==> src/dbt_pkg.sv <==
// Shared constants for the divider balance tracker
package dbt_pkg;

   // ==========================================================
   // Wiper geometry
   localparam int          POS_W      = 6;
   localparam logic [5:0]  POS_MAX    = 6'h3f;
   localparam logic [5:0]  POS_MIN    = 6'h00;
   localparam logic [5:0]  CAL_STEPS  = 6'h3f;   // Burst to reach the top
   localparam logic [6:0]  INC_LIMIT  = 7'h3f;   // Increments without edge

   // ==========================================================
   // Timing
   localparam int CLK_MHZ       = 25;
   localparam int DIR_SETUP_NS  = 1500000;       // Direction hold before fall
   localparam int STEP_HALF_NS  = 2000;          // Half period of one step
   localparam int DIR_SETUP_CYC = (DIR_SETUP_NS * CLK_MHZ + 999) / 1000;
   localparam int STEP_HALF_CYC = (STEP_HALF_NS * CLK_MHZ + 999) / 1000;
   localparam int TMR_W         = 20;

   // ==========================================================
   // Host serial read port
   localparam logic [6:0] I2C_ADDR_DEF = 7'h2a;  // Arbitrary bus address
   localparam logic [3:0] I2C_BITS     = 4'h8;
   localparam logic [1:0] POS_PAD      = 2'h0;

   // ==========================================================
   // Edge detector bit positions
   localparam int EV_CMP = 0;
   localparam int EV_TRK = 1;
   localparam int EV_CAL = 2;
   localparam int EV_W   = 3;

endpackage

==> src/dbt_step_if.sv <==
// Carrier between the balance controller and the step pulse driver
`timescale 1ns/1ps
interface dbt_step_if;
   logic run;    // Keep stepping while high
   logic up;     // Direction of the burst, sampled at start
   logic step;   // One-cycle pulse per rising edge issued
   logic busy;   // Select is low or a burst is being set up

   modport ctrl (output run, output up, input step, input busy);
   modport drv  (input run, input up, output step, output busy);
endinterface

==> src/dbt_edge_det.sv <==
// Rising edge and change detector for a small group of levels
`timescale 1ns/1ps
module dbt_edge_det #(
   parameter int W = 1
) (
   input  wire logic         clk_i,
   input  wire logic         nrst_i,
   input  wire logic [W-1:0] d_i,
   output logic      [W-1:0] rise_o,
   output logic      [W-1:0] chg_o
);
   logic [W-1:0] prev_q;
   logic         prime_q;

   // ==========================================================
   // History; no edge is reported before the first sample
   always_ff @(posedge clk_i)
   begin
      if (!nrst_i)
      begin
         prev_q  <= '0;
         prime_q <= 1'b0;
      end
      else
      begin
         prev_q  <= d_i;
         prime_q <= 1'b1;
      end
   end

   // Suppressing the first cycle stops a level held through reset
   // from looking like a fresh request
   assign rise_o = prime_q ? (d_i & ~prev_q) : '0;
   assign chg_o  = prime_q ? (d_i ^ prev_q) : '0;
endmodule

==> src/dbt_stepper.sv <==
// Drives the select and direction/step pins of the potentiometer
`timescale 1ns/1ps
module dbt_stepper
   import dbt_pkg::*;
#(
   parameter int SETUP_CYC = DIR_SETUP_CYC,
   parameter int HALF_CYC  = STEP_HALF_CYC
) (
   input  wire logic clk_i,
   input  wire logic nrst_i,
   dbt_step_if.drv   st,
   output logic      wiper_select_n_o,
   output logic      dir_step_o
);
   typedef enum logic [1:0] {S_IDLE, S_SETUP, S_SEL, S_PH0} dbt_sst_t;

   localparam logic [TMR_W-1:0] SETUP_LD = TMR_W'(SETUP_CYC - 1);
   localparam logic [TMR_W-1:0] HALF_LD  = TMR_W'(HALF_CYC - 1);

   dbt_sst_t         st_q;
   logic [TMR_W-1:0] tmr_q;
   logic             dir_q;
   logic             step_q;
   logic             tmr_done;

   assign tmr_done = (tmr_q == '0);
   assign st.step  = step_q;
   assign st.busy  = (st_q != S_IDLE);

   // ==========================================================
   // Step sequence; S_SEL doubles as the second half of a step
   always_ff @(posedge clk_i)
   begin
      if (!nrst_i)
      begin
         st_q             <= S_IDLE;
         tmr_q            <= '0;
         dir_q            <= 1'b0;
         step_q           <= 1'b0;
         wiper_select_n_o <= 1'b1;
         dir_step_o       <= 1'b0;
      end
      else
      begin
         step_q <= 1'b0;
         if (!tmr_done)
            tmr_q <= tmr_q - 1'b1;
         unique case (st_q)
            S_IDLE:
            begin
               wiper_select_n_o <= 1'b1;
               if (st.run)
               begin
                  dir_q      <= st.up;
                  dir_step_o <= st.up;
                  tmr_q      <= SETUP_LD;
                  st_q       <= S_SETUP;
               end
            end
            S_SETUP:
               if (tmr_done)
               begin
                  // Direction has been steady long enough to be latched
                  wiper_select_n_o <= 1'b0;
                  tmr_q            <= HALF_LD;
                  st_q             <= S_SEL;
               end
            S_SEL:
               if (tmr_done)
               begin
                  if (!st.run)
                  begin
                     wiper_select_n_o <= 1'b1;
                     st_q             <= S_IDLE;
                  end
                  else
                  begin
                     // Decrement rises here, increment falls
                     dir_step_o <= ~dir_q;
                     step_q     <= ~dir_q;
                     tmr_q      <= HALF_LD;
                     st_q       <= S_PH0;
                  end
               end
            S_PH0:
               if (tmr_done)
               begin
                  dir_step_o <= dir_q;
                  step_q     <= dir_q;
                  tmr_q      <= HALF_LD;
                  st_q       <= S_SEL;
               end
         endcase
      end
   end
endmodule

==> src/dbt_tracker.sv <==
// Digital potentiometer balance tracker with serial position readout
// What this block does
// - Track a 64-position wiper as six bits
// - Position counter readable over I2C anytime
// - Either enable rising starts stepping toward threshold
// - Calibration drives to maximum, then decrements
// - Count moves one per issued step short of either end, where it holds
// - Tracking steps from the running count
// - Select low while stepping, high otherwise
// - Direction level at select fall sets direction
// - One rising edge per counted step
// - Flag out-of-bounds at either resistance limit
// - Calibration wins over tracking
// - Calibration bursts 63 increments, presets maximum
// - Stop stepping on a comparator edge, except during the calibration burst
// - Flag below zero or a 64th unbroken increment
`timescale 1ns/1ps
module dbt_tracker
   import dbt_pkg::*;
#(
   parameter int         SETUP_CYC = DIR_SETUP_CYC,
   parameter int         HALF_CYC  = STEP_HALF_CYC,
   parameter logic [6:0] I2C_ADDR  = I2C_ADDR_DEF
) (
   input  wire logic clk_i,
   input  wire logic nrst_i,
   input  wire logic cal_en_i,
   input  wire logic track_en_i,
   input  wire logic cmp_above_i,
   input  wire logic scl_i,
   input  wire logic sda_i,
   output logic      sda_o,
   output logic      sda_oe_o,
   output logic      wiper_select_n_o,
   output logic      dir_step_o,
   output logic      limit_reached_flag_o
);
   typedef enum logic [2:0] {
      C_IDLE, C_CAL_UP, C_CAL_WAIT, C_CAL_DN, C_TRACK, C_DRAIN
   } dbt_cst_t;

   typedef enum logic [2:0] {
      I_IDLE, I_ADDR, I_AACK, I_TX, I_RACK, I_RX, I_WACK
   } dbt_ist_t;

   // ==========================================================
   // Saturating one-step move of the wiper position
   function automatic logic [POS_W-1:0] sat_step(
      input logic [POS_W-1:0] p,
      input logic             inc
   );
      logic [POS_W-1:0] r;
      r = p;
      if (inc && p != POS_MAX)
         r = p + 1'b1;
      else if (!inc && p != POS_MIN)
         r = p - 1'b1;
      return r;
   endfunction

   dbt_step_if stp ();

   dbt_cst_t         cst_q;
   logic             run_q;
   logic             up_q;
   logic [POS_W-1:0] pos_q;
   logic [5:0]       burst_q;
   logic [6:0]       inc_run_q;
   logic             oob_set;
   logic             start;
   logic             cal_start;
   logic             stepping;
   logic [EV_W-1:0]  ev_rise;
   logic [EV_W-1:0]  ev_chg;
   logic             cmp_edge;

   // ==========================================================
   // Edge detection of comparator and enables
   dbt_edge_det #(
      .W (EV_W)
   ) u_edge (
      .clk_i  (clk_i),
      .nrst_i (nrst_i),
      .d_i    ({cal_en_i, track_en_i, cmp_above_i}),
      .rise_o (ev_rise),
      .chg_o  (ev_chg)
   );

   assign cmp_edge  = ev_chg[EV_CMP];
   // Calibration outranks tracking even when tracking rises alone
   assign cal_start = (cst_q == C_IDLE) && ev_rise[EV_CAL];
   assign start     = (cst_q == C_IDLE) && (ev_rise[EV_CAL] ||
                      (ev_rise[EV_TRK] && !cal_en_i));
   assign stepping  = (cst_q == C_CAL_DN) || (cst_q == C_TRACK);

   // ==========================================================
   // Step pulse driver
   dbt_stepper #(
      .SETUP_CYC (SETUP_CYC),
      .HALF_CYC  (HALF_CYC)
   ) u_stepper (
      .clk_i            (clk_i),
      .nrst_i           (nrst_i),
      .st               (stp.drv),
      .wiper_select_n_o (wiper_select_n_o),
      .dir_step_o       (dir_step_o)
   );

   assign stp.run = run_q;
   assign stp.up  = up_q;

   // ==========================================================
   // Limit detection while searching
   always_comb
   begin
      oob_set = 1'b0;
      if (start && !ev_rise[EV_CAL] && !cal_en_i && cmp_above_i
          && pos_q == POS_MIN)
         oob_set = 1'b1;
      else if (stepping && stp.step && !cmp_edge)
      begin
         if (!up_q && pos_q == POS_MIN)
            oob_set = 1'b1;
         if (up_q && inc_run_q >= INC_LIMIT)
            oob_set = 1'b1;
      end
   end

   // ==========================================================
   // Balance controller
   always_ff @(posedge clk_i)
   begin
      if (!nrst_i)
      begin
         cst_q   <= C_IDLE;
         run_q   <= 1'b0;
         up_q    <= 1'b0;
         burst_q <= '0;
      end
      else
      begin
         unique case (cst_q)
            C_IDLE:
               if (cal_start)
               begin
                  cst_q   <= C_CAL_UP;
                  run_q   <= 1'b1;
                  up_q    <= 1'b1;
                  burst_q <= '0;
               end
               else if (start && !oob_set)
               begin
                  // Input under threshold needs more resistance
                  cst_q <= C_TRACK;
                  run_q <= 1'b1;
                  up_q  <= ~cmp_above_i;
               end
            C_CAL_UP:
               // One-shot burst; comparator edges are ignored here
               if (stp.step)
               begin
                  burst_q <= burst_q + 1'b1;
                  if (burst_q == CAL_STEPS - 1'b1)
                  begin
                     run_q <= 1'b0;
                     cst_q <= C_CAL_WAIT;
                  end
               end
            C_CAL_WAIT:
               if (!stp.busy)
               begin
                  cst_q <= C_CAL_DN;
                  run_q <= 1'b1;
                  up_q  <= 1'b0;
               end
            C_CAL_DN,
            C_TRACK:
               if (cmp_edge || oob_set)
               begin
                  run_q <= 1'b0;
                  cst_q <= C_DRAIN;
               end
            C_DRAIN:
               if (!stp.busy)
                  cst_q <= C_IDLE;
            default:
            begin
               cst_q <= C_IDLE;
               run_q <= 1'b0;
            end
         endcase
      end
   end

   // ==========================================================
   // Running position count; a step that would pass an end clamps
   always_ff @(posedge clk_i)
   begin
      if (!nrst_i)
         pos_q <= POS_MIN;
      else if (cal_start)
         pos_q <= POS_MAX;
      else if (stp.step)
         pos_q <= sat_step(pos_q, up_q);
   end

   // ==========================================================
   // Unbroken increment run, cleared by a comparator edge
   always_ff @(posedge clk_i)
   begin
      if (!nrst_i)
         inc_run_q <= '0;
      else if (start || cmp_edge || (stp.step && !up_q))
         inc_run_q <= '0;
      else if (stp.step && stepping && inc_run_q != INC_LIMIT + 1'b1)
         inc_run_q <= inc_run_q + 1'b1;
   end

   // ==========================================================
   // Out-of-bounds flag holds until the next accepted request
   always_ff @(posedge clk_i)
   begin
      if (!nrst_i)
         limit_reached_flag_o <= 1'b0;
      else if (oob_set)
         limit_reached_flag_o <= 1'b1;
      else if (start)
         limit_reached_flag_o <= 1'b0;
   end

   // ==========================================================
   // Serial read port: answers its address, returns the position
   dbt_ist_t   ist_q;
   logic       scl_q;
   logic       sda_q;
   logic [7:0] sh_q;
   logic [3:0] bit_q;
   logic       rw_q;
   logic       nack_q;
   logic       scl_rise;
   logic       scl_fall;
   logic       i2c_start;
   logic       i2c_stop;

   assign scl_rise  = scl_i && !scl_q;
   assign scl_fall  = !scl_i && scl_q;
   assign i2c_start = scl_i && scl_q && sda_q && !sda_i;
   assign i2c_stop  = scl_i && scl_q && !sda_q && sda_i;
   assign sda_o     = 1'b0;                 // Open drain, pull low only

   // Line history for start, stop and clock edges
   always_ff @(posedge clk_i)
   begin
      if (!nrst_i)
      begin
         scl_q <= 1'b1;
         sda_q <= 1'b1;
      end
      else
      begin
         scl_q <= scl_i;
         sda_q <= sda_i;
      end
   end

   // Byte engine; writes are acknowledged and discarded
   always_ff @(posedge clk_i)
   begin
      if (!nrst_i)
      begin
         ist_q    <= I_IDLE;
         sh_q     <= '0;
         bit_q    <= '0;
         rw_q     <= 1'b0;
         nack_q   <= 1'b0;
         sda_oe_o <= 1'b0;
      end
      else if (i2c_start)
      begin
         ist_q    <= I_ADDR;
         bit_q    <= '0;
         sda_oe_o <= 1'b0;
      end
      else if (i2c_stop)
      begin
         ist_q    <= I_IDLE;
         sda_oe_o <= 1'b0;
      end
      else
      begin
         unique case (ist_q)
            I_IDLE: sda_oe_o <= 1'b0;
            I_ADDR:
               if (scl_rise)
               begin
                  sh_q  <= {sh_q[6:0], sda_i};
                  bit_q <= bit_q + 1'b1;
               end
               else if (scl_fall && bit_q == I2C_BITS)
               begin
                  if (sh_q[7:1] == I2C_ADDR)
                  begin
                     rw_q     <= sh_q[0];
                     sda_oe_o <= 1'b1;
                     ist_q    <= I_AACK;
                  end
                  else
                     ist_q <= I_IDLE;
               end
            I_AACK,
            I_RACK:
            begin
               if (scl_rise)
                  nack_q <= (ist_q == I_RACK) && sda_i;
               if (scl_fall)
               begin
                  bit_q <= '0;
                  if (ist_q == I_RACK && nack_q)
                  begin
                     sda_oe_o <= 1'b0;
                     ist_q    <= I_IDLE;
                  end
                  else if (rw_q)
                  begin
                     // Snapshot so the byte cannot tear mid-transfer
                     sh_q     <= {POS_PAD, pos_q};
                     // First bit out is the top pad bit, not the count
                     sda_oe_o <= ~POS_PAD[$bits(POS_PAD)-1];
                     ist_q    <= I_TX;
                  end
                  else
                  begin
                     sda_oe_o <= 1'b0;
                     ist_q    <= I_RX;
                  end
               end
            end
            I_TX:
               if (scl_fall)
               begin
                  bit_q <= bit_q + 1'b1;
                  if (bit_q == I2C_BITS - 1'b1)
                  begin
                     sda_oe_o <= 1'b0;
                     ist_q    <= I_RACK;
                  end
                  else
                  begin
                     sh_q     <= {sh_q[6:0], 1'b0};
                     sda_oe_o <= ~sh_q[6];
                  end
               end
            I_RX:
               if (scl_rise)
                  bit_q <= bit_q + 1'b1;
               else if (scl_fall && bit_q == I2C_BITS)
               begin
                  sda_oe_o <= 1'b1;
                  ist_q    <= I_WACK;
               end
            I_WACK:
               if (scl_fall)
               begin
                  sda_oe_o <= 1'b0;
                  bit_q    <= '0;
                  ist_q    <= I_RX;
               end
            default: ist_q <= I_IDLE;
         endcase
      end
   end
endmodule

==> config.mk <==
export PLATFORM = sky130hd
export DESIGN_NAME = dbt_tracker
export DESIGN_NICKNAME = d
export VERILOG_FILES = /design/src/dbt_pkg.sv /design/src/dbt_step_if.sv /design/src/dbt_edge_det.sv /design/src/dbt_stepper.sv /design/src/dbt_tracker.sv
export SDC_FILE = /design/constraint.sdc
export NUM_CORES = 1
export LEC_CHECK = 0
export BUFFER_PORTS_ARGS = -buffer_cell sky130_fd_sc_hd__clkbuf_2
export CAP_MARGIN = 20
export CORE_MARGIN = 2
export CORE_UTILIZATION = 55
export DETAILED_ROUTE_END_ITERATION = 10
export GPL_TIMING_DRIVEN = 1
export PLACE_DENSITY = 0.72
export SETUP_SLACK_MARGIN = 0.1
export SLEW_MARGIN = 5
export SYNTH_ARGS = -nofsm -noshare
export SYNTH_HDL_FRONTEND = slang
export SYNTH_HIERARCHICAL = 1
export SYNTH_SLANG_ARGS = --single-unit
==> constraint.sdc <==
create_clock -name clk_i -period 4.7 [get_ports clk_i]
set_input_delay 0.235 -clock clk_i [delete_from_list [all_inputs] [get_ports clk_i]]
set_output_delay 0.235 -clock clk_i [all_outputs]
set_load 0.02 [all_outputs]
# Word-level counts from Yosys, hierarchy flattened
# Index checks and enable logic that the tools add are counted.
# totals
reg_bits,75
inputBits,7
# classes
add_sub_neg,6
order_cmp,1
n_eq_ne,58
mux,96
n_bitwise,12
n_reduce_logical,81
# op_table
op,n
$mux W20,5
$pmux W20 S3,1
$mux W3,18
$mux W8,6
$ne A2 B2 Y1 const B,21
$mux W1,40
$mux W6,6
$reduce_and A9 Y1,4
$ne A4 B4 Y1 const B,8
$logic_and A1 B1 Y1,26
$pmux W8 S3,1
$logic_not A20 Y1,1
$sub A20 B1 Y20 const B,1
$pmux W3 S6,1
$reduce_and A6 Y1,3
$eq A3 B3 Y1 const B,5
$pmux W3 S5,1
$reduce_bool A3 Y1,5
$ne A2 B1 Y1 const B,7
$add A6 B1 Y6 const B,2
$eq A3 B2 Y1 const B,4
$mux W4,3
$pmux W4 S3,1
$pmux W6 S2,1
38 further kinds,83

# Longest topological paths before layout
# logic_depth
depth_word,16
ltp_mapped,10
mapped_depth_nobuf,9

# Modules after synthesis
# The synthesis kept the hierarchy.
# modules_own_cells
mod,n_inst,cells_per_inst,area_per_inst_um2,seq_area_each_um2
dbt_tracker,1,332,2723.9,900.9
dbt_stepper,1,154,1376.3,520.5
dbt_edge_det,1,19,196.4,80.1

# Worst setup path after synthesis
# No wires, ideal clock.
# synth_path
kind,flip-flop to flip-flop
start,register pos_q[0]
end,register pos_q[5]
arrival_time_ns,2.403
required_time_ns,4.625
setup_slack_ns,2.222
path_stages_with_launch,10
path_cell_list,dfxtp_1 nand4_1 o21ai_0 ha_1 a211oi_1 o21bai_1 a21oi_1 xnor2_1 or3_1 a31oi_1
# synth_via
elab_chain_cells,5
word_cells_on_any_way,12
# synth_lines
element,line_no,rtl
start: declaration,dbt_tracker.sv:66,logic [POS_W-1:0] pos_q;
start signal: assignment,dbt_tracker.sv:204,"pos_q <= sat_step(pos_q, up_q);"
$sub A6 B1 Y6 / $ne A6 B6 Y1 (equally long branches),"dbt_tracker.sv:57, dbt_tracker.sv:54",
$mux W6 / $logic_and A1 B1 Y1 (equally long branches),"dbt_tracker.sv:56, dbt_tracker.sv:54",
$mux W6,dbt_tracker.sv:54,if (inc && p != POS_MAX)
$mux W6,dbt_tracker.sv:203,else if (stp.step)
$mux W6,dbt_tracker.sv:201,else if (cal_start)
# Several ways; a longest one is shown, not always the timed one. The select of a mux whose other input is x is not followed.
# A chain may end at the register's enable or synchronous reset.

# Final worst setup path
# Ends and elaborated chain as after synthesis.

==> flow_summary.yaml <==
placement:
  dpl_cell_area_sq_um: 4350
  hpwl_mm: 5.95
  gp_congestion: 0.900
  port_buffers: 10
timing:
  fin_skew_ns: 0.00924
  tightest_slew_ns: 0.809
  post-route-period-util: 0.599
  min_period_ns: 2.82
  rsz0062_at_grt: "no"
  setup_viol: 0
  finalSetupTns_ns: 0
  fmax_mhz: 355
  maxSlewViolCount: 0
  hold_viol: 0
  slew_headroom: 0.456
global_routing:
  grt_max_degree: 24
  gr-total-overflow: 0
  antenna_found_initial: 0
  grt_pass1_vias: 3431
  grt.total_usage: 0.222
  grt_pass1_wl_mm: 15.5
drt:
  firstDrtPassIters: 4
  first_iter_violations: 167
  routed_wl_mm: 8.62
  drc_errors: 0
  route.antenna.remaining_nets: 0
  num_vias: 3543
  vias_per_cell: 5.79
  wl_per_cell_um: 14.1
critical_path:
  rr_endpoint: "pos_q[5]"
  arrival_ns: 3.09
  crit_fanout: 7
  r2r-start: "pos_q[0]"
  worstPathRequired_ns: 4.97
  cp-start-kind: "flop"
  rr_worst_depth: 9
  setup.worst_path.end_class: "flop"
  ff2ff_setup_slack_ns: 1.88
  critPathKind: "reg2reg"
cts:
  ctsResizeCount: 0
  clock_latency_ns: 0.35
  clock-sinks: 75
  h-tree-depth: 3
  cts_tree: "built"
  numCtsBuffers: 9
  clk_pin_slew_worst_paths_ns: 0.08
  clockRootBuffer: "clkbuf_8"
  cts_hold_buf: 0
  post-cts-setup-buffers: 0
  cts_buffer_depth: 2
logic_synthesis:
  synth_fp_nets: 526
  syn_area_per_cell_sq_um: 8.51
  synthCells: 502
  yosysWarnings: 6
  netlist_area_sq_um: 4270
floorplanning:
  die_y_um: 92.1
  num_io_pins: 12
  rows: 32
  core_sq_um: 7610
  die_w_um: 92.1
  start_util: 0.562
  die-area_sq_um: 8490
final_layout:
  design_area_sq_um: 4600
  syn_to_final_growth_pct: 7.76
  drive_gt1_frac: 0.110
  nFillCells: 716
  nets: 529
  finish.utilization: 0.605
  antenna_cells: 0
power_and_ir_drop:
  p_leak_nw: 1.65
  irDropWorstVdd_mv: 0.403
  power.density_nw_per_um2: 487
worst_hold_path:
  hp-class: "in2reg"
  worstHoldStart: "track_en_i"
  whs_path_depth: 2
  min_to: "u_edge/prev_q[1]"
run:
  drv_cap: 0
status:
  status: "finished clean"
layout by cell type (no fill, tap or decap), types with 3 or more instances in the layout:
cell type  count
o21a_1         3
nand2b_1       8
o31ai_1        6
nor2_1        58
mux2i_1       16
or2_2          4
xor2_1        11
a31oi_1        9
ha_1          16
a211oi_1       6
xnor2_1       21
dfxtp_1       75
nor4bb_1       3
o21ai_0       22
or4_1          3
bufinv_16      4
a21oi_1       39
clkbuf_8       9
a21o_1         4
nor4_1        12
o211ai_1       3
or3_1          3
nand4_1        7
nor3_1        13
nand3b_1       7
and2_1         3
nand2_1       32
inv_1         25
nand3_1       11
o22ai_1        3
nor2b_1        5
o21ai_2        4
nor3b_1        5
clkbuf_2      10
flip-flops by register name, indices dropped and copies added (netlist names), 2 cells and up:
register,flops
bit_q,4
burst_q,6
cst_q,3
inc_run_q,7
ist_q,3
pos_q,6
sh_q,8
u_edge/prev_q,3
u_stepper/st_q,2
u_stepper/tmr_q,20
final cells by class:
| class | instances | area (sq um) | share of cell area |
|---|---|---|---|
| inverter | 26 | 97.6 | 0.0212 |
| clock inverter | 5 | 125 | 0.0272 |
| sequential | 75 | 1500 | 0.326 |
| clock buffer | 11 | 131 | 0.0285 |
| tap | 102 | 128 | 0.0277 |
| multi-input combinational | 383 | 2570 | 0.558 |
| timing repair buffer | 10 | 50.0 | 0.0109 |
stage by stage:
step / worst slack [ns] / hold WS (ns) / instances / total power [mW]
2_1_floorplan: 2.22 / 0.263 / 502 / 1.48
3_3_place_gp: 2.02 / 0.440 / 596 / 1.58
3_5_place_dp: 1.98 / 0.445 / 596 / 1.60
4_1_cts: 1.87 / 0.104 / 612 / 2.26
5_1_grt: 1.66 / 0.0914 / 612 / 2.38
6_report: 1.88 / 0.122 / 612 / 2.24
worst max path at each step:
stage / depth (start not counted) / to / start
after floorplan: 9 / pos_q[5] / pos_q[0]
after global placement: 9 / pos_q[5] / pos_q[0]
after detailed placement: 9 / pos_q[5] / pos_q[0]
after CTS: 9 / pos_q[5] / pos_q[0]
after global routing: 9 / pos_q[5] / pos_q[0]
final: 9 / pos_q[5] / pos_q[0]
critical path: stages, from the launching register on:
cell and delay, ns:
dfxtp_1 0.48, nand4_1 0.12, o21ai_0 0.58, ha_1 0.38, a211oi_1 0.27, o21bai_1 0.12, a21oi_1 0.25, xnor2_1 0.08
or3_1 0.30, a31oi_1 0.16
power breakdown:
| group | switching, mW | internal [mW] |
|---|---|---|
| Combinational | 0.431 | 0.324 |
| Sequential | 0.123 | 0.724 |
| Clock | 0.236 | 0.406 |
| Total | 0.790 | 1.45 |
routing by layer:
| layer | wire [um] | track usage | vias to the layer above | part of all wire |
|---|---|---|---|---|
| met5 | 0 | 0 | - | 0 |
| met1 | 4180 | 0.286 | 1677 | 0.49 |
| met3 | 306 | 0.0600 | 7 | 0.036 |
| met2 | 4050 | 0.369 | 58 | 0.47 |
| li1 | - | - | 1801 | - |
| met4 | 74 | 0.0535 | 0 | 0.0086 |
Note: power is estimated with default switching activity, not from simulation.
